[src/ftm_defs.svh]
// register offsets, field positions, reset values and timing counts of the fan tach monitor
// assumes a 50 MHz system clock; included by the package and the monitor module
//
// Function
// - period measured by gating a ~22.5 kHz oscillator into an 8-bit counter
// - writing one to bit 0 of configuration 1 starts the monitoring cycle
// - counter starts when a channel is selected; 0xFF means failed fan
// - counter clears at second rising tach edge, counts until the fourth
// - channels measured one at a time, 0 up to 7, repeated each cycle
// - 1.8 s spin-up wait after monitor set; tach results read 0x00 meanwhile
// - prescaler 1/2/4/8 per fan; fans 0-3 from 02h, fans 4-7 from 03h
// - every prescaler divides by two after reset
// - count equals oscillator frequency times 60 over RPM times divisor
// - only a low-speed limit per fan, no over-speed comparison
// - fan failure flagged and interrupt raised when count exceeds the limit
// - measurement aborts when counter reaches 255 before second or fourth edge
// - channel set as general-purpose pin is scanned and times out at 255
// - worst case per channel is 509 oscillator pulses times the divisor
// - fan and analog monitoring cycles start together, no further sync
// - configuration 2 bit clear means tach input, set means GPIO; resets 00h
`ifndef FTM_DEFS_SVH
`define FTM_DEFS_SVH

// ************************************************************
// register map
// ************************************************************
`define FTM_CFG1_OFS 8'h00
`define FTM_CFG2_OFS 8'h01
`define FTM_DIV_LO_OFS 8'h02
`define FTM_DIV_HI_OFS 8'h03
`define FTM_LIMIT_BASE 8'h10
`define FTM_RESULT_BASE 8'h18
`define FTM_FAIL_OFS 8'h20

// ************************************************************
// fields and reset values
// ************************************************************
`define FTM_MON_BIT 0
`define FTM_INTEN_BIT 1
`define FTM_CFG1_RST 8'h00
`define FTM_CFG2_RST 8'h00
`define FTM_DIV_RST 8'h55
`define FTM_LIMIT_RST 8'hFF
`define FTM_FULL 8'hFF

// ************************************************************
// timing
// ************************************************************
`define FTM_CLK_HZ 50000000
`define FTM_OSC_HZ 22500
`define FTM_OSC_CYC (`FTM_CLK_HZ / `FTM_OSC_HZ)
`define FTM_SPINUP_MS 1800
`define FTM_SPINUP_CYC (`FTM_CLK_HZ / 1000 * `FTM_SPINUP_MS)
`define FTM_WORST_PULSES 509

`endif

[src/ftm_pkg.sv]
// types shared by the fan tach monitor
// assumes ftm_defs.svh is on the include path
`include "ftm_defs.svh"

package ftm_pkg;

    typedef enum logic [1:0] {
        FTM_ST_IDLE,
        FTM_ST_SPIN,
        FTM_ST_INIT,
        FTM_ST_MEAS
    } ftm_state_e;

    // register access port: one-cycle strobes with address and data
    typedef struct packed {
        logic wr;
        logic rd;
        logic [7:0] addr;
        logic [7:0] wdata;
    } ftm_reg_req_s;

    typedef struct packed {
        ftm_state_e state;
        logic [2:0] chan;
        logic [7:0] cnt;
        logic [2:0] psc;
        logic [1:0] edges;
        logic [15:0] osc;
        logic [31:0] spin;
        logic [7:0] cfg1;
        logic [7:0] cfg2;
        logic [7:0] div_lo;
        logic [7:0] div_hi;
        logic [7:0][7:0] limit;
        logic [7:0][7:0] result;
        logic [7:0] fail;
        logic [7:0] sync1;
        logic [7:0] sync2;
        logic [7:0] tprev;
        logic [7:0] rdata;
        logic astart;
    } ftm_state_s;

endpackage
[src/ftm_monitor.sv]
// sequential tach period monitor for eight fan inputs
// assumes asynchronous tach pins and a register port clocked by clk_i
`timescale 1ns/1ps
`default_nettype none
`include "ftm_defs.svh"

module ftm_monitor
    import ftm_pkg::*;
#(
    parameter int OSC_CYC = `FTM_OSC_CYC,
    parameter int SPINUP_CYC = `FTM_SPINUP_CYC
) (
    // clock and reset
    input wire logic clk_i,
    input wire logic reset_i,
    // register port
    input wire ftm_reg_req_s reg_req_i,
    output logic [7:0] reg_rdata_o,
    // fan pins
    input wire logic [7:0] tach_i,
    // status
    output logic [7:0] fan_fail_o,
    output logic int_n_o,
    output logic analog_start_o
);

    // ************************************************************
    // helpers
    // ************************************************************
    // divisor field of a channel, two bits per fan in ascending order
    function automatic logic [1:0] div_code(input logic [7:0] lo, input logic [7:0] hi,
                                            input logic [2:0] ch);
        logic [7:0] grp;
        grp = ch[2] ? hi : lo;
        return grp[{ch[1:0], 1'b0} +: 2];
    endfunction

    // last prescaler state before a counted pulse: 1,2,4,8 -> 0,1,3,7
    function automatic logic [2:0] div_last(input logic [1:0] code);
        return 3'((4'h1 << code) - 4'h1);
    endfunction

    // true when an address falls in the eight-register block starting at base
    function automatic logic blk_hit(input logic [7:0] addr, input logic [7:0] base);
        return addr[7:3] == base[7:3];
    endfunction

    ftm_state_s r, n;
    logic osc_tick;
    logic cnt_tick;
    logic rise;
    logic is_gpio;
    logic store;
    logic [7:0] store_val;

    // ************************************************************
    // oscillator, prescaler and tach edge
    // ************************************************************
    // the oscillator is a tick from the system clock, so it has no drift of its own
    assign osc_tick = (r.osc == 16'(OSC_CYC - 1));
    assign cnt_tick = osc_tick && (r.psc == div_last(div_code(r.div_lo, r.div_hi, r.chan)));
    assign rise = r.sync2[r.chan] && !r.tprev[r.chan];
    assign is_gpio = r.cfg2[r.chan];

    assign reg_rdata_o = r.rdata;
    assign fan_fail_o = r.fail;
    assign int_n_o = !(r.cfg1[`FTM_INTEN_BIT] && (|r.fail));
    assign analog_start_o = r.astart;

    // ************************************************************
    // next state
    // ************************************************************
    always_comb begin
        n = r;
        store = 1'b0;
        store_val = `FTM_FULL;
        n.astart = 1'b0;
        n.sync1 = tach_i;
        n.sync2 = r.sync1;
        n.tprev = r.sync2;
        n.osc = osc_tick ? 16'h0000 : r.osc + 16'h0001;
        if (osc_tick) begin
            n.psc = cnt_tick ? 3'h0 : r.psc + 3'h1;
        end

        case (r.state)
            FTM_ST_IDLE: begin
                if (r.cfg1[`FTM_MON_BIT]) begin
                    n.state = FTM_ST_SPIN;
                    n.spin = 32'h0;
                    n.result = '0;
                    n.astart = 1'b1;
                end
            end
            FTM_ST_SPIN: begin
                n.spin = r.spin + 32'h1;
                if (r.spin == 32'(SPINUP_CYC - 1)) begin
                    n.state = FTM_ST_INIT;
                    n.chan = 3'h0;
                    n.cnt = 8'h00;
                    n.psc = 3'h0;
                    n.edges = 2'h0;
                end
            end
            FTM_ST_INIT, FTM_ST_MEAS: begin
                if (cnt_tick) begin
                    n.cnt = r.cnt + 8'h01;
                end
                if (rise && !is_gpio) begin
                    if (r.state == FTM_ST_INIT && r.edges == 2'h1) begin
                        n.state = FTM_ST_MEAS;
                        n.cnt = 8'h00;
                        n.edges = 2'h2;
                    end else if (r.state == FTM_ST_MEAS && r.edges == 2'h3) begin
                        store = 1'b1;
                        store_val = r.cnt;
                    end else begin
                        n.edges = r.edges + 2'h1;
                    end
                end else if (cnt_tick && r.cnt >= `FTM_FULL - 8'h01) begin
                    store = 1'b1;
                    store_val = `FTM_FULL;
                end
                if (store) begin
                    n.result[r.chan] = store_val;
                    n.fail[r.chan] = store_val > r.limit[r.chan];
                    n.chan = r.chan + 3'h1;
                    n.state = FTM_ST_INIT;
                    n.cnt = 8'h00;
                    n.psc = 3'h0;
                    n.edges = 2'h0;
                end
            end
            default: begin
                n.state = FTM_ST_IDLE;
            end
        endcase

        // clearing the monitor bit stops the scan at once; results stay readable
        if (!r.cfg1[`FTM_MON_BIT] && r.state != FTM_ST_IDLE) begin
            n.state = FTM_ST_IDLE;
        end

        // register writes
        if (reg_req_i.wr) begin
            if (reg_req_i.addr == `FTM_CFG1_OFS) begin
                n.cfg1 = reg_req_i.wdata;
            end else if (reg_req_i.addr == `FTM_CFG2_OFS) begin
                n.cfg2 = reg_req_i.wdata;
            end else if (reg_req_i.addr == `FTM_DIV_LO_OFS) begin
                n.div_lo = reg_req_i.wdata;
            end else if (reg_req_i.addr == `FTM_DIV_HI_OFS) begin
                n.div_hi = reg_req_i.wdata;
            end else if (blk_hit(reg_req_i.addr, `FTM_LIMIT_BASE)) begin
                n.limit[reg_req_i.addr[2:0]] = reg_req_i.wdata;
            end
        end

        // register reads, answered one cycle after the strobe
        if (reg_req_i.rd) begin
            if (reg_req_i.addr == `FTM_CFG1_OFS) begin
                n.rdata = r.cfg1;
            end else if (reg_req_i.addr == `FTM_CFG2_OFS) begin
                n.rdata = r.cfg2;
            end else if (reg_req_i.addr == `FTM_DIV_LO_OFS) begin
                n.rdata = r.div_lo;
            end else if (reg_req_i.addr == `FTM_DIV_HI_OFS) begin
                n.rdata = r.div_hi;
            end else if (blk_hit(reg_req_i.addr, `FTM_LIMIT_BASE)) begin
                n.rdata = r.limit[reg_req_i.addr[2:0]];
            end else if (blk_hit(reg_req_i.addr, `FTM_RESULT_BASE)) begin
                n.rdata = r.result[reg_req_i.addr[2:0]];
            end else if (reg_req_i.addr == `FTM_FAIL_OFS) begin
                n.rdata = r.fail;
            end else begin
                n.rdata = 8'h00;
            end
        end
    end

    // ************************************************************
    // state register
    // ************************************************************
    always_ff @(posedge clk_i or posedge reset_i) begin
        if (reset_i) begin
            r <= '0;
            r.state <= FTM_ST_IDLE;
            r.cfg1 <= `FTM_CFG1_RST;
            r.cfg2 <= `FTM_CFG2_RST;
            r.div_lo <= `FTM_DIV_RST;
            r.div_hi <= `FTM_DIV_RST;
            r.limit <= {8{`FTM_LIMIT_RST}};
        end else begin
            r <= n;
        end
    end

    // ************************************************************
    // checks
    // ************************************************************
    // prescaled pulses spent on the current channel, for the worst-case bound
    logic [9:0] chan_ticks;
    always_ff @(posedge clk_i or posedge reset_i) begin
        if (reset_i) begin
            chan_ticks <= 10'h000;
        end else if (store || r.state == FTM_ST_IDLE || r.state == FTM_ST_SPIN) begin
            chan_ticks <= 10'h000;
        end else if (cnt_tick) begin
            chan_ticks <= chan_ticks + 10'h001;
        end
    end
endmodule
`default_nettype wire

[config.mk]
export PLATFORM = sky130hd
export DESIGN_NAME = ftm_monitor
export DESIGN_NICKNAME = d
export VERILOG_FILES = /design/src/ftm_pkg.sv /design/src/ftm_monitor.sv
export VERILOG_INCLUDE_DIRS = /design/src
export SDC_FILE = /design/constraint.sdc
export NUM_CORES = 1
export LEC_CHECK = 0
export ABC_AREA = 1
export BUFFER_PORTS_ARGS = -buffer_cell sky130_fd_sc_hd__buf_2
export CORE_MARGIN = 4
export CORE_UTILIZATION = 37
export CTS_CLUSTER_DIAMETER = 60
export CTS_CLUSTER_SIZE = 10
export DETAILED_ROUTE_END_ITERATION = 7
export GPL_TIMING_DRIVEN = 0
export PLACE_DENSITY = 0.6
export SYNTH_ARGS = -nofsm -noshare
export SYNTH_HDL_FRONTEND = slang
export SYNTH_SLANG_ARGS = --single-unit
[constraint.sdc]
create_clock -name clk_i -period 14.1 [get_ports clk_i]
set_input_delay 0.705 -clock clk_i [delete_from_list [all_inputs] [get_ports clk_i]]
set_output_delay 0.705 -clock clk_i [all_outputs]
set_load 0.03 [all_outputs]
Yosys cells after proc, flatten, opt, wreduce, memory -nomap -nowiden
Index checks and enable logic that the tools add are counted.

Input bits: 28. Output and inout bits: 18. Flip-flop bits (word level): 267. Logic and storage cells: 171.

Bitwise gates (word level): 4. Multiplexer cells: 62. Magnitude comparators: 6. Equal/unequal tests: 23. Add/sub/neg operators: 7. Shifts and indexed selects: 2. Reduce and logical (&&, ||, !) cells: 34.

Operators by type and width (number): $mux W8 (20); $bwmux W64 (2); $pmux W64 S2 (1); $bmux W8 S3 (3); $mux W72 (1); $mux W64 (1); $pmux W32 S2 (1); $demux W8 S3 (2); $mux W18 (2); $add A32 B1 Y32 const B (1); $eq A32 B27 Y1 const B (1); $mux W32 (1); $pmux W16 S2 (1); $add A16 B1 Y16 const B (1); $eq A16 B12 Y1 const B (1); $eq A8 B2 Y1 const B (2); $mux W16 (1); $mux W2 (7); $ne A4 B3 Y1 const B (3); $reduce_and A4 Y1 (3); $mux W1 (11); $eq A5 B2 Y1 const B (2); $logic_and A1 B1 Y1 (10); $bmux W1 S3 (3); other kinds (34) (57).

Logic depth before layout (Yosys ltp)
Gate-level depths: netlist of the first run.

Depth in word-level cells: 13. Mapped depth: 21. Depth with buffers taken out: 19.

Worst setup path before layout of the first run
Ideal clock, no wire load.

Path kind: register -> register. Start: register r[263] (netlist bit). End: register r, in the netlist fan_fail_o[0]. Library setup time: 0.078 ns. Stages on the path, launching flop included: 21. Arrival time: 3.188 ns. Path slack: 10.834 ns. Buffers on the path: 3. Data required time: 14.022 ns. Period minus slack after synthesis: 3.266 ns. Path through: dfrtp_1 -> buf_2 -> buf_2 -> nand4_1 -> nand2_1 -> nor2_1 -> nand2_1 -> nor2_1 -> nand2_1 -> or2_4 -> buf_2 -> nor2_1 -> inv_1 -> ha_1 -> a21oi_1 -> o21ai_0 -> a21oi_1 -> nand3b_1 -> a31oi_1 -> nor2_1 -> a21oi_1.

Cells in the longest elaborated chain, start to end: 10. Elaborated cells between the ends (all ways): 31.

Ends and longest elaborated chain: from (decl) (line ftm_monitor.sv:48) `ftm_state_s r, n;`; from (signal assigned) (line ftm_monitor.sv:194) `r <= n;`; $shiftx A8 B4 Y2 (line ftm_monitor.sv:35) `return grp[{ch[1:0], 1'b0} +: 2];`; $shl A1 B2 Y3 (line ftm_monitor.sv:40) `return 3'((4'h1 << code) - 4'h1);`; $sub A3 B1 Y3 (line ftm_monitor.sv:40); $eq A3 B3 Y1 (line ftm_monitor.sv:61) `assign cnt_tick = osc_tick && (r.psc == div_last(div_code(r.div_lo, r.div_hi, r.chan)));`; $logic_and A1 B1 Y1 (line ftm_monitor.sv:61); $logic_and A1 B1 Y1 (line ftm_monitor.sv:120) `` end else if (cnt_tick && r.cnt >= `FTM_FULL - 8'h01) begin ``; $mux W1 (line ftm_monitor.sv:120); $mux W1 (line ftm_monitor.sv:109) `if (rise && !is_gpio) begin`; $mux W1 (line ftm_monitor.sv:86) `case (r.state)`; $reduce_and A2 Y1 (no source line).

Several ways; a longest one is shown, not always the timed one. The select of a mux whose other input is x is not followed. A chain may end at the register's enable or synchronous reset.

Final worst setup path of the first run
Start: register r[263] (netlist bit). End: register r, in the netlist fan_fail_o[3].

The elaborated chain is that of the path after synthesis.

==> results of run 1 <==
[worst max-delay path by stage]
stage                        from              to  slack [ns]  cells past startpoint
after floorplan           reset_i  analog_start_o        6.16                      1
after global placement    reset_i           r[96]        3.02                      2
after detailed placement   r[263]   fan_fail_o[3]        9.49                     20
after CTS                  r[263]   fan_fail_o[3]        9.47                     20
after global routing       r[263]   fan_fail_o[3]        9.04                     20
final                      r[263]   fan_fail_o[3]        9.42                     20
[through the flow]
step           hold slack (ns)  total power [mW]  instance area (um2)
5_1_grt                 0.2622             1.826                15570
4_1_cts                 0.2436             1.776                15570
6_report                0.2307             1.758                15570
2_1_floorplan           0.3312            0.9087                13680
3_5_place_dp            0.3355            0.9568                14550
3_3_place_gp            0.3356            0.9521                14480
[final cells by class]
| class | instances | area [um2] | area share |
|---|---|---|---|
| tap | 468 | 585.6 | 0.03761 |
| buffer | 79 | 389.1 | 0.02499 |
| sequential | 267 | 6771 | 0.4349 |
| inverter | 199 | 754.5 | 0.04846 |
| clock buffer | 50 | 994.7 | 0.06389 |
| clock inverter | 3 | 23.77 | 0.001527 |
| multi-input combinational | 1145 | 5774 | 0.3709 |
| timing repair buffer | 46 | 275.3 | 0.01768 |
[registers in the layout, indices dropped and copies added (netlist names)]
| name | cells |
|---|---|
| reg_rdata_o | 8 |
| r | 234 |
| fan_fail_o | 8 |
| n | 16 |
| analog_start_o | 1 |
[layer usage]
metal	part of all wire	vias up	routed length [um]
met5	0	-	0
met4	0.026	0	1090
met3	0.074	82	3055
met2	0.43	465	17710
met1	0.47	5807	19330
li1	-	5805	-
[placed cells by master (no fill, tap or decap), types with 13 or more instances in the layout]
cell type,count
a21oi_1,44
a22oi_1,23
buf_2,61
buf_4,17
clkbuf_1,52
clkbuf_16,37
dfrtp_1,195
dfstp_2,72
ha_1,17
inv_1,191
nand2_1,398
nand3_1,122
nand4_1,50
nor2_1,113
nor3_1,28
o21ai_0,203
o21ai_1,13
o22ai_1,31
[worst max-delay path, delay by kind of cell, from the launching register on]
| kind | cells | cell delay, ns |
|---|---|---|
| compound gates | 5 | 1.28 |
| buf+inv | 3 | 0.53 |
| fa+ha+maj | 1 | 0.34 |
| flops | 1 | 0.34 |
| simple gates | 11 | 2.07 |
[cell families after synthesis]
| kind of cell | synth area share |
|---|---|
| mux | 0.003659 |
| simple gates | 0.2497 |
| flops | 0.4951 |
| xor+xnor | 0.007685 |
| buf+inv | 0.08307 |
| fa+ha+maj | 0.01555 |
| compound gates | 0.1452 |
[power groups by stage]
stage | combinational (mW) | sequential (mW) | clock, mW
after floorplan | 0.0823 | 0.826 | 0
after global placement | 0.119 | 0.833 | 0
after detailed placement | 0.123 | 0.834 | 0
after CTS | 0.123 | 0.821 | 0.831
after global routing | 0.140 | 0.825 | 0.861
final | 0.123 | 0.822 | 0.812
[Yosys cell counts (2+ instances only)]
cell	n
buf_1	3
nand2_2	4
o21ai_1	13
nand2_1	398
xor2_1	11
a22oi_1	23
nor4_1	9
a31oi_1	4
o22ai_1	31
mux2i_1	5
o21ai_2	3
nand3b_1	6
nand3_2	7
nand3_4	5
nor2_1	113
clkinv_1	3
nor3_1	29
nor2_4	2
o2bb2ai_1	2
nor2_2	2
inv_2	4
o211ai_1	2
nor3b_1	2
o21ai_0	203
o31ai_1	8
nand4_1	50
a221oi_1	11
dfstp_2	72
clkbuf_1	41
and3_1	2
o2111ai_1	4
inv_1	192
a21oi_1	44
ha_1	17
buf_4	17
nand3_1	122
buf_2	17
dfrtp_1	195
==> impl_metrics.tcl, run 1 <==
set metrics [dict create \
    die_h_um 200.3 \
    intPower_mw 1.319 \
    synth_warnings 0 \
    swShare 0.2493 \
    fmax_mhz 213.6 \
    async_flop_share 1.000 \
    vias 12160 \
    endpoint_kind "flop" \
    p_leak_nw 6.818 \
    area_growth_pct 13.83 \
    cts_buffer_depth 3 \
    synth_seq_area_share 0.4951 \
    dp_hpwl_um 30090 \
    row_count 70 \
    dpl.cell_count 2204 \
    gr-usage-met2 0.3027 \
    timing.rr.end "fan_fail_o[3]" \
    via_per_inst 5.387 \
    drt_pre_antenna_iters 6 \
    grt_use_met1 0.3025 \
    min_path_type "input port to asynchronous set/reset pin" \
    cts-root-buf "clkbuf_16" \
    period_needed_ns 4.681 \
    io_pins 46 \
    crit_type "flop to flop" \
    ir_worst_vdd_v 0.00009021 \
    cpPeakStageDelay_ns 0.70 \
    status "finished, violations left" \
    synth_top_area_frac 0.3568 \
    grt_util_met3 0.03707 \
    rr_worst_depth 20 \
    syn_area_per_cell_um2 8.093 \
    drive_gt1_frac 0.1280 \
    setup_tns_ns 0 \
    synth.cell_area_um2 13680 \
    cp_max_fo 10 \
    grt_pass1_vias 11740 \
    synth_flop_cell "dfrtp_1" \
    yosys.area.top_type "dfrtp_1" \
    postCtsSetupBuffers 0 \
    die-area_um2 40100 \
    cp_slowest_cell "nor2_1" \
    wl_um 41180 \
    hold_buffers 0 \
    cts_tree "done" \
    ctsResizeCount 0 \
    top_usage_layer "met2" \
    routabilityCongestion 0.9297 \
    hold_viol_final 0 \
    power.density_nw_per_um2 112.9 \
    setup_viol_count_final 0 \
    cts_buffers 34 \
    syn-num-nets 1735 \
    grt_first_pass_wirelength_um 66320 \
    layout.nets 1817 \
    arrival_ns 5.08 \
    p_sw_mw 0.4382 \
    synth-edff-count 0 \
    cp-start-kind "flop" \
    initial_core_util 0.3745 \
    p_clk_frac 0.462 \
    drt-initial-drc-count 1012 \
    fin_ws_ns 9.419 \
    rsz0062_at_grt "no" \
    final_cell_count_no_fill 2257 \
    synthTopCellsByArea "dfrtp_1, dfstp_2, nand2_1" \
    p_seq_frac 0.468 \
    grt_max_degree 104 \
    violations "capacitance limit, slew limit" \
    antennaDiodeCount 0 \
    drc_errors 0 \
    synthCells 1690 \
    place_ws_ns 9.493 \
    detail-route-antenna-nets 0 \
    antenna_found_initial 0 \
    die_width_um 200.3 \
    combPwrFrac 0.070 \
    finalCritPeriodShare 0.3320 \
    rr_startpoint "r[263]" \
    htreeDepth 2 \
    cp.required_ns 14.50 \
    tightest_slew_ns 1.500 \
    port_buffers 44 \
    grt_usage 0.2026 \
    cap_violations 1 \
    wl_per_cell_um 18.25 \
    slew_headroom -0.007479 \
    r2r_slack_ns 9.42 \
    nFillCells 3663 \
    clock_latency_ns 0.52 \
    crit_top_cell "nor2_1" \
    clkSlewWorstSetupHoldPaths_ns 0.05 \
    synth_cell_types 52 \
    finClkSkew_ns 0.02334 \
    drv_slew 1 \
    cts_sinks 267 \
    coreArea_um2 36520 \
    cp_cell_sequence "buf_2 -> nor2_2 -> nand2_2 -> a21oi_1 -> nor2_1 -> nand2_1 -> nor2_1 -> nand2_1 -> or2_4 -> buf_2 -> nor2_1 -> inv_1 -> ha_1 -> nand2_1 -> o21ai_0 -> a21oi_1 -> nand3b_1 -> a31oi_1 -> nor2_1 -> a21oi_1" \
    synth-seq-cells 267 \
    fin_util 0.4263 \
    grt_overflow 0 \
]
Note: power is estimated with default switching activity, not from simulation.
==> run 2: changes to the inputs <==
==> constraint.sdc (replaced) <==
create_clock -name clk_i -period 4.65 [get_ports clk_i]
set_input_delay 0.2325 -clock clk_i [delete_from_list [all_inputs] [get_ports clk_i]]
set_output_delay 0.2325 -clock clk_i [all_outputs]
set_load 0.03 [all_outputs]
==> run 2 against run 1 <==
Against the previous run: the flow now finishes without violations; via count rose by 2.8%; sequential share of layout area down 0.54 points; utilization rose by 0.53 points; flip-flop and latch count unchanged; critical path type unchanged; largest power group unchanged; highest routed layer unchanged.
==> impl_metrics.tcl, run 2 (synthesis results as in run 1) <==
set metrics [dict create \
    critical_path.top_delay_family "simple AND/OR/NAND/NOR gates" \
    row_count 70 \
    htreeDepth 2 \
    startpoint "r[263]" \
    port_buffers 44 \
    antennaDiodeCount 0 \
    cp.required_ns 5.07 \
    wl_um 42500 \
    cp_cell_sequence "buf_2 -> nor2_2 -> nand2_2 -> a21oi_1 -> nor2_1 -> nand2_1 -> nor2_1 -> nand2_1 -> or2_4 -> buf_2 -> nor2_1 -> inv_1 -> ha_1 -> nand2_1 -> o21ai_0 -> a21oi_1 -> nand3b_1 -> a31oi_2 -> nor2_1 -> a21oi_1" \
    period_needed_ns 4.278 \
    cap_violations 0 \
    die_h_um 200.3 \
    nFillCells 3596 \
    fin_util 0.4316 \
    grt_usage 0.2085 \
    dp_hpwl_um 30890 \
    drv_slew 0 \
    io_pins 46 \
    antenna_found_initial 0 \
    die_width_um 200.3 \
    setup_tns_ns 0 \
    dpl.cell_count 2209 \
    coreArea_um2 36520 \
    vias 12500 \
    crit_type "flop to flop" \
    endpoint_kind "flop" \
    grt_pass1_vias 11980 \
    cp-start-kind "flop" \
    ir_worst_vdd_v 0.0003137 \
    crit_buf_inv 3 \
    holdCritStartpoint "reg_req_i[0]" \
    detail-route-antenna-nets 0 \
    via_per_inst 5.494 \
    setup_viol_count_final 0 \
    cp_slowest_cell "nor2_1" \
    routabilityCongestion 0.9717 \
    cts-root-buf "clkbuf_16" \
    power.density_nw_per_um2 339.1 \
    final_cell_mix "nand2_1, o21ai_0, dfrtp_1, inv_1, nand3_1" \
    hold_viol_final 0 \
    layout.nets 1833 \
    tightest_slew_ns 1.366 \
    cts_buffer_depth 3 \
    fin_ws_ns 0.3724 \
    cp_max_fo 10 \
    mostFrequentLayoutCell "nand2_1" \
    die-area_um2 40100 \
    top_register "r" \
    finalCritPeriodShare 0.9199 \
    cpPeakStageDelay_ns 0.61 \
    postCtsSetupBuffers 0 \
    status "finished, final reports clean" \
    grt_overflow 0 \
    grt_first_pass_wirelength_um 67930 \
    finClkSkew_ns 0.01630 \
    grt_max_degree 45 \
    min_path_type "input port to flop" \
    area_growth_pct 15.25 \
    p_leak_nw 6.899 \
    drc_errors 0 \
    arrival_ns 4.70 \
    cts_buffers 34 \
    clkSlewWorstSetupHoldPaths_ns 0.06 \
    place_ws_ns 0.1539 \
    rr_startpoint "r[263]" \
    wl_per_cell_um 18.68 \
    largest_reg_flops 234 \
    final_cell_count_no_fill 2275 \
    regArea_um2 6771 \
    cts_sinks 267 \
    fmax_mhz 233.8 \
    drt_pre_antenna_iters 6 \
    multi_input_area_um2 5788 \
    initial_core_util 0.3745 \
    crit_top_cell "nor2_1" \
    clock_latency_ns 0.53 \
    drt-initial-drc-count 1522 \
    drive_gt1_frac 0.1312 \
    cts_tree "done" \
    slew_headroom 0.08238 \
    rsz0062_at_grt "no" \
]
## run 2: changes by cell type in the layout (fill, tap and decap cells not counted), moves of 2 or more
cell           delta
dlygate4sd3_1    +11
buf_12            +7
clkbuf_16         -3
buf_16            -2
clkbuf_1          +2
## run 2: final timing paths
path,end,slack [ns],cells past startpoint
setup / recovery,fan_fail_o[2],0.37,20
hold / removal,r[169],0.005,3
setup reg to reg,fan_fail_o[2],0.37,20
hold reg to reg,n[14],0.35,0
max in group asynchronous,r[89],3.23,6
min in group asynchronous,reg_rdata_o[6],0.34,3
## run 2: report_power, final
| group | switching [mW] | internal, mW |
|---|---|---|
| sequential | 0.0686 | 2.43 |
| clock | 1.01 | 1.44 |
| combinational | 0.280 | 0.117 |
## run 2: cell type report
| cell class | instances | area share |
|---|---|---|
| Tap cell | 468 | 0.03715 |
| Clock inverter | 6 | 0.005080 |
| Timing Repair Buffer | 62 | 0.02985 |
| Multi-Input combinational cell | 1145 | 0.3672 |
| Clock buffer | 49 | 0.05882 |
| Inverter | 199 | 0.04763 |
| Sequential cell | 267 | 0.4296 |
| Buffer | 79 | 0.02469 |
## run 2: tightest hold or removal path, stage by stage
cell and delay [ns]:
buf_2 0.10, inv_1 0.10, o21ai_0 0.10
## run 2: what timing repair did
item | in CTS | in global routing
endpoints found under the hold margin | 19 | 0
hold buffers | 11 | 0
endpoints found under the setup margin | 0 | 8
resized for setup | 0 | 2
## run 2: per-layer routing
layer,up-vias,part of all wire,track usage
met1,6073,0.46,0.3106
met5,-,0,0
met3,78,0.078,0.03869
li1,5858,-,-
met2,490,0.44,0.3101
met4,0,0.026,0.06293
## run 2: per-stage QoR
| stage | power (mW) | hold slack, ns | area (um2) |
|---|---|---|---|
| after global routing | 5.557 | 0.02969 | 15760 |
| after floorplan | 2.756 | 0.2639 | 13680 |
| after detailed placement | 2.920 | 0.3347 | 14630 |
| after global placement | 2.896 | 0.3359 | 14490 |
| after CTS | 5.393 | 0.006492 | 15740 |
| final | 5.345 | 0.005119 | 15760 |
==> run 3: changes to the inputs <==
--- a/config.mk
+++ b/config.mk
@@ -6,7 +6,6 @@
 export SDC_FILE = /design/constraint.sdc
 export NUM_CORES = 1
 export LEC_CHECK = 0
-export ABC_AREA = 1
 export BUFFER_PORTS_ARGS = -buffer_cell sky130_fd_sc_hd__buf_2
 export CORE_MARGIN = 4
 export CORE_UTILIZATION = 37
==> run 3 against run 2 <==
Against the previous run: global-route usage down 1.2 points; first-iteration DRC count down 32%; clock power shrank 10%; critical path type unchanged; largest cell class unchanged; highest routed layer is now met5.
==> impl_metrics.tcl, run 3 <==
set metrics [dict create \
    tightest_slew_ns 1.104 \
    ys_top_cells_by_count "dfrtp_1, nand2_1, mux2_2, mux2i_1, nor2_1" \
    combPwrFrac 0.069 \
    drive_gt1_frac 0.2487 \
    port_buffers 43 \
    synth_warnings 0 \
    cp.required_ns 5.09 \
    largest_reg_flops 234 \
    cts_tree "done" \
    swShare 0.2440 \
    syn_area_per_cell_um2 10.95 \
    grt_first_pass_wirelength_um 63150 \
    power.density_nw_per_um2 317.2 \
    cap_violations 0 \
    htreeDepth 1 \
    dpl.cell_count 1772 \
    cp_slowest_cell "or3_1" \
    setup_tns_ns 0 \
    synth_cell_types 64 \
    min_path_type "input port to flop" \
    p_clk_frac 0.439 \
    finClkSkew_ns 0.01143 \
    grt_max_degree 44 \
    die_width_um 200.7 \
    endpoint_kind "flop" \
    io_pins 46 \
    p_sw_mw 1.223 \
    mostFrequentLayoutCell "dfrtp_1" \
    coreArea_um2 36610 \
    synth-seq-cells 267 \
    vias 10440 \
    initial_core_util 0.3753 \
    rsz0062_at_grt "no" \
    antenna_found_initial 2 \
    cp-start-kind "flop" \
    arrival_ns 4.87 \
    area_growth_pct 15.03 \
    grt_usage 0.1960 \
    final_cell_count_no_fill 1844 \
    cp_cell_sequence "buf_2 -> clkbuf_4 -> nand2b_1 -> o211ai_1 -> nand3_1 -> or3_1 -> buf_2 -> nor2_4 -> inv_1 -> ha_1 -> a21o_1 -> a21o_1 -> a21oi_1 -> a22oi_2 -> mux2_1" \
    cp_max_fo 19 \
    die_h_um 200.7 \
    die-area_um2 40280 \
    period_needed_ns 4.432 \
    grt_pass1_vias 10550 \
    via_per_inst 5.660 \
    p_seq_frac 0.492 \
    clock_latency_ns 0.57 \
    drc_errors 0 \
    synth.cell_area_um2 13740 \
    yosys.area.top_type "dfrtp_1" \
    p_leak_nw 6.613 \
    layout.nets 1397 \
    cts-root-buf "clkbuf_16" \
    crit_type "flop to flop" \
    cts_buffers 31 \
    final_cell_mix "dfrtp_1, nand2_1, mux2_2, mux2i_1" \
    syn-num-nets 1300 \
    synthTopCellsByArea "dfrtp_1, dfstp_2, mux2_2" \
    synth_flop_cell "dfrtp_1" \
    detail-route-antenna-nets 0 \
    intPower_mw 3.790 \
    top_register "r" \
    synthCells 1255 \
    synth_seq_area_share 0.4929 \
    postCtsSetupBuffers 0 \
    finalCritPeriodShare 0.9532 \
    fmax_mhz 225.6 \
    grt_overflow 0 \
    wl_um 40320 \
    drt_pre_antenna_iters 5 \
    yosysMostFrequentCell "dfrtp_1" \
    drv_slew 0 \
    synth_top_area_frac 0.3552 \
    wl_per_cell_um 21.87 \
    ir_worst_vdd_v 0.0002564 \
    drt-initial-drc-count 1029 \
    routabilityCongestion 0.9292 \
    dp_hpwl_um 28320 \
    hold_viol_final 0 \
    status "finished, final reports clean" \
    clkSlewWorstSetupHoldPaths_ns 0.06 \
    row_count 70 \
    cpPeakStageDelay_ns 0.46 \
    cts_sinks 267 \
    cts_buffer_depth 3 \
    synth-edff-count 0 \
    setup_viol_count_final 0 \
    async_flop_share 1.000 \
    nFillCells 3469 \
    slew_headroom 0.2611 \
]
-- run 3: final cells by class --
type	instances	area, um2	area share
Clock inverter	3	32.53	0.002058
Inverter	33	127.6	0.008075
Multi-Input combinational cell	865	6464	0.4090
Sequential cell	267	6771	0.4285
Clock buffer	53	858.3	0.05431
Buffer	88	456.7	0.02890
Tap cell	468	585.6	0.03705
Timing Repair Buffer	66	505.5	0.03198
Antenna cell	1	2.502	0.0001583
-- run 3: repair_timing --
action,4_1_cts,5_1_grt
pin swaps,1,0
hold endpoints to repair,56,0
gates resized for setup,17,6
hold buffers,17,0
gates cloned,0,0
endpoints found under the setup margin,8,8
-- run 3: final timing paths --
check	startpoint	endpoint	slack (ns)	cells after the start
hold / removal	reg_req_i[16]	reg_rdata_o[5]	0.09	2
setup / recovery	r[263]	fan_fail_o[4]	0.22	15
setup reg to reg	r[263]	fan_fail_o[4]	0.22	15
max in group asynchronous	reset_i	r[171]	3.22	5
hold reg to reg	n[23]	n[15]	0.35	0
min in group asynchronous	reset_i	r[84]	0.40	3
-- run 3: logic make-up after synthesis --
family | after synthesis | share of synthesized area
AND/OR/NAND/NOR | 358 | 0.1220
flip-flops | 267 | 0.4929
multiplexers | 243 | 0.2004
AO/OA/AOI/OAI | 228 | 0.1147
buffers and inverters | 123 | 0.04244
XOR/XNOR | 19 | 0.01211
adder cells (fa/ha/maj) | 17 | 0.01548
-- run 3: per-layer routing --
layer	routed length, um	up-vias	global-route usage
met3	2739	95	0.03506
met2	17900	364	0.3011
met4	1587	2	0.07006
met5	11	-	0.004762
met1	18090	5213	0.2797
li1	-	4763	-
-- run 3: power by group through the flow --
| stage | combinational (mW) | clock, mW | sequential, mW |
|---|---|---|---|
| finish | 0.346 | 2.20 | 2.47 |
| global route | 0.379 | 2.36 | 2.47 |
| CTS | 0.346 | 2.26 | 2.46 |
| detailed placement | 0.334 | 0 | 2.50 |
| global placement | 0.316 | 0 | 2.50 |
| floorplan | 0.216 | 0 | 2.48 |
-- run 3: critical path, delay by kind of cell, from the launching register on --
kind	cells	cell delay [ns]
flip-flops	1	0.38
AND/OR/NAND/NOR	4	1.35
multiplexers	1	0.34
adder cells (fa/ha/maj)	1	0.32
buffers and inverters	4	0.84
AO/OA/AOI/OAI	5	1.04
-- run 3: through the flow --
stage               instance area (um2)  hold WS (ns)  worst slack (ns)    util  power (mW)
floorplan                         13740        0.2639            0.7991       -       2.700
global placement                  14540        0.3380           -0.7957  0.3973       2.818
detailed placement                14670        0.3363           -0.7594  0.4008       2.837
CTS                               15780       0.06016            0.1063  0.4311       5.066
global route                      15800        0.1021           0.05295  0.4317       5.210
finish                            15800       0.08772            0.2176  0.4317       5.013
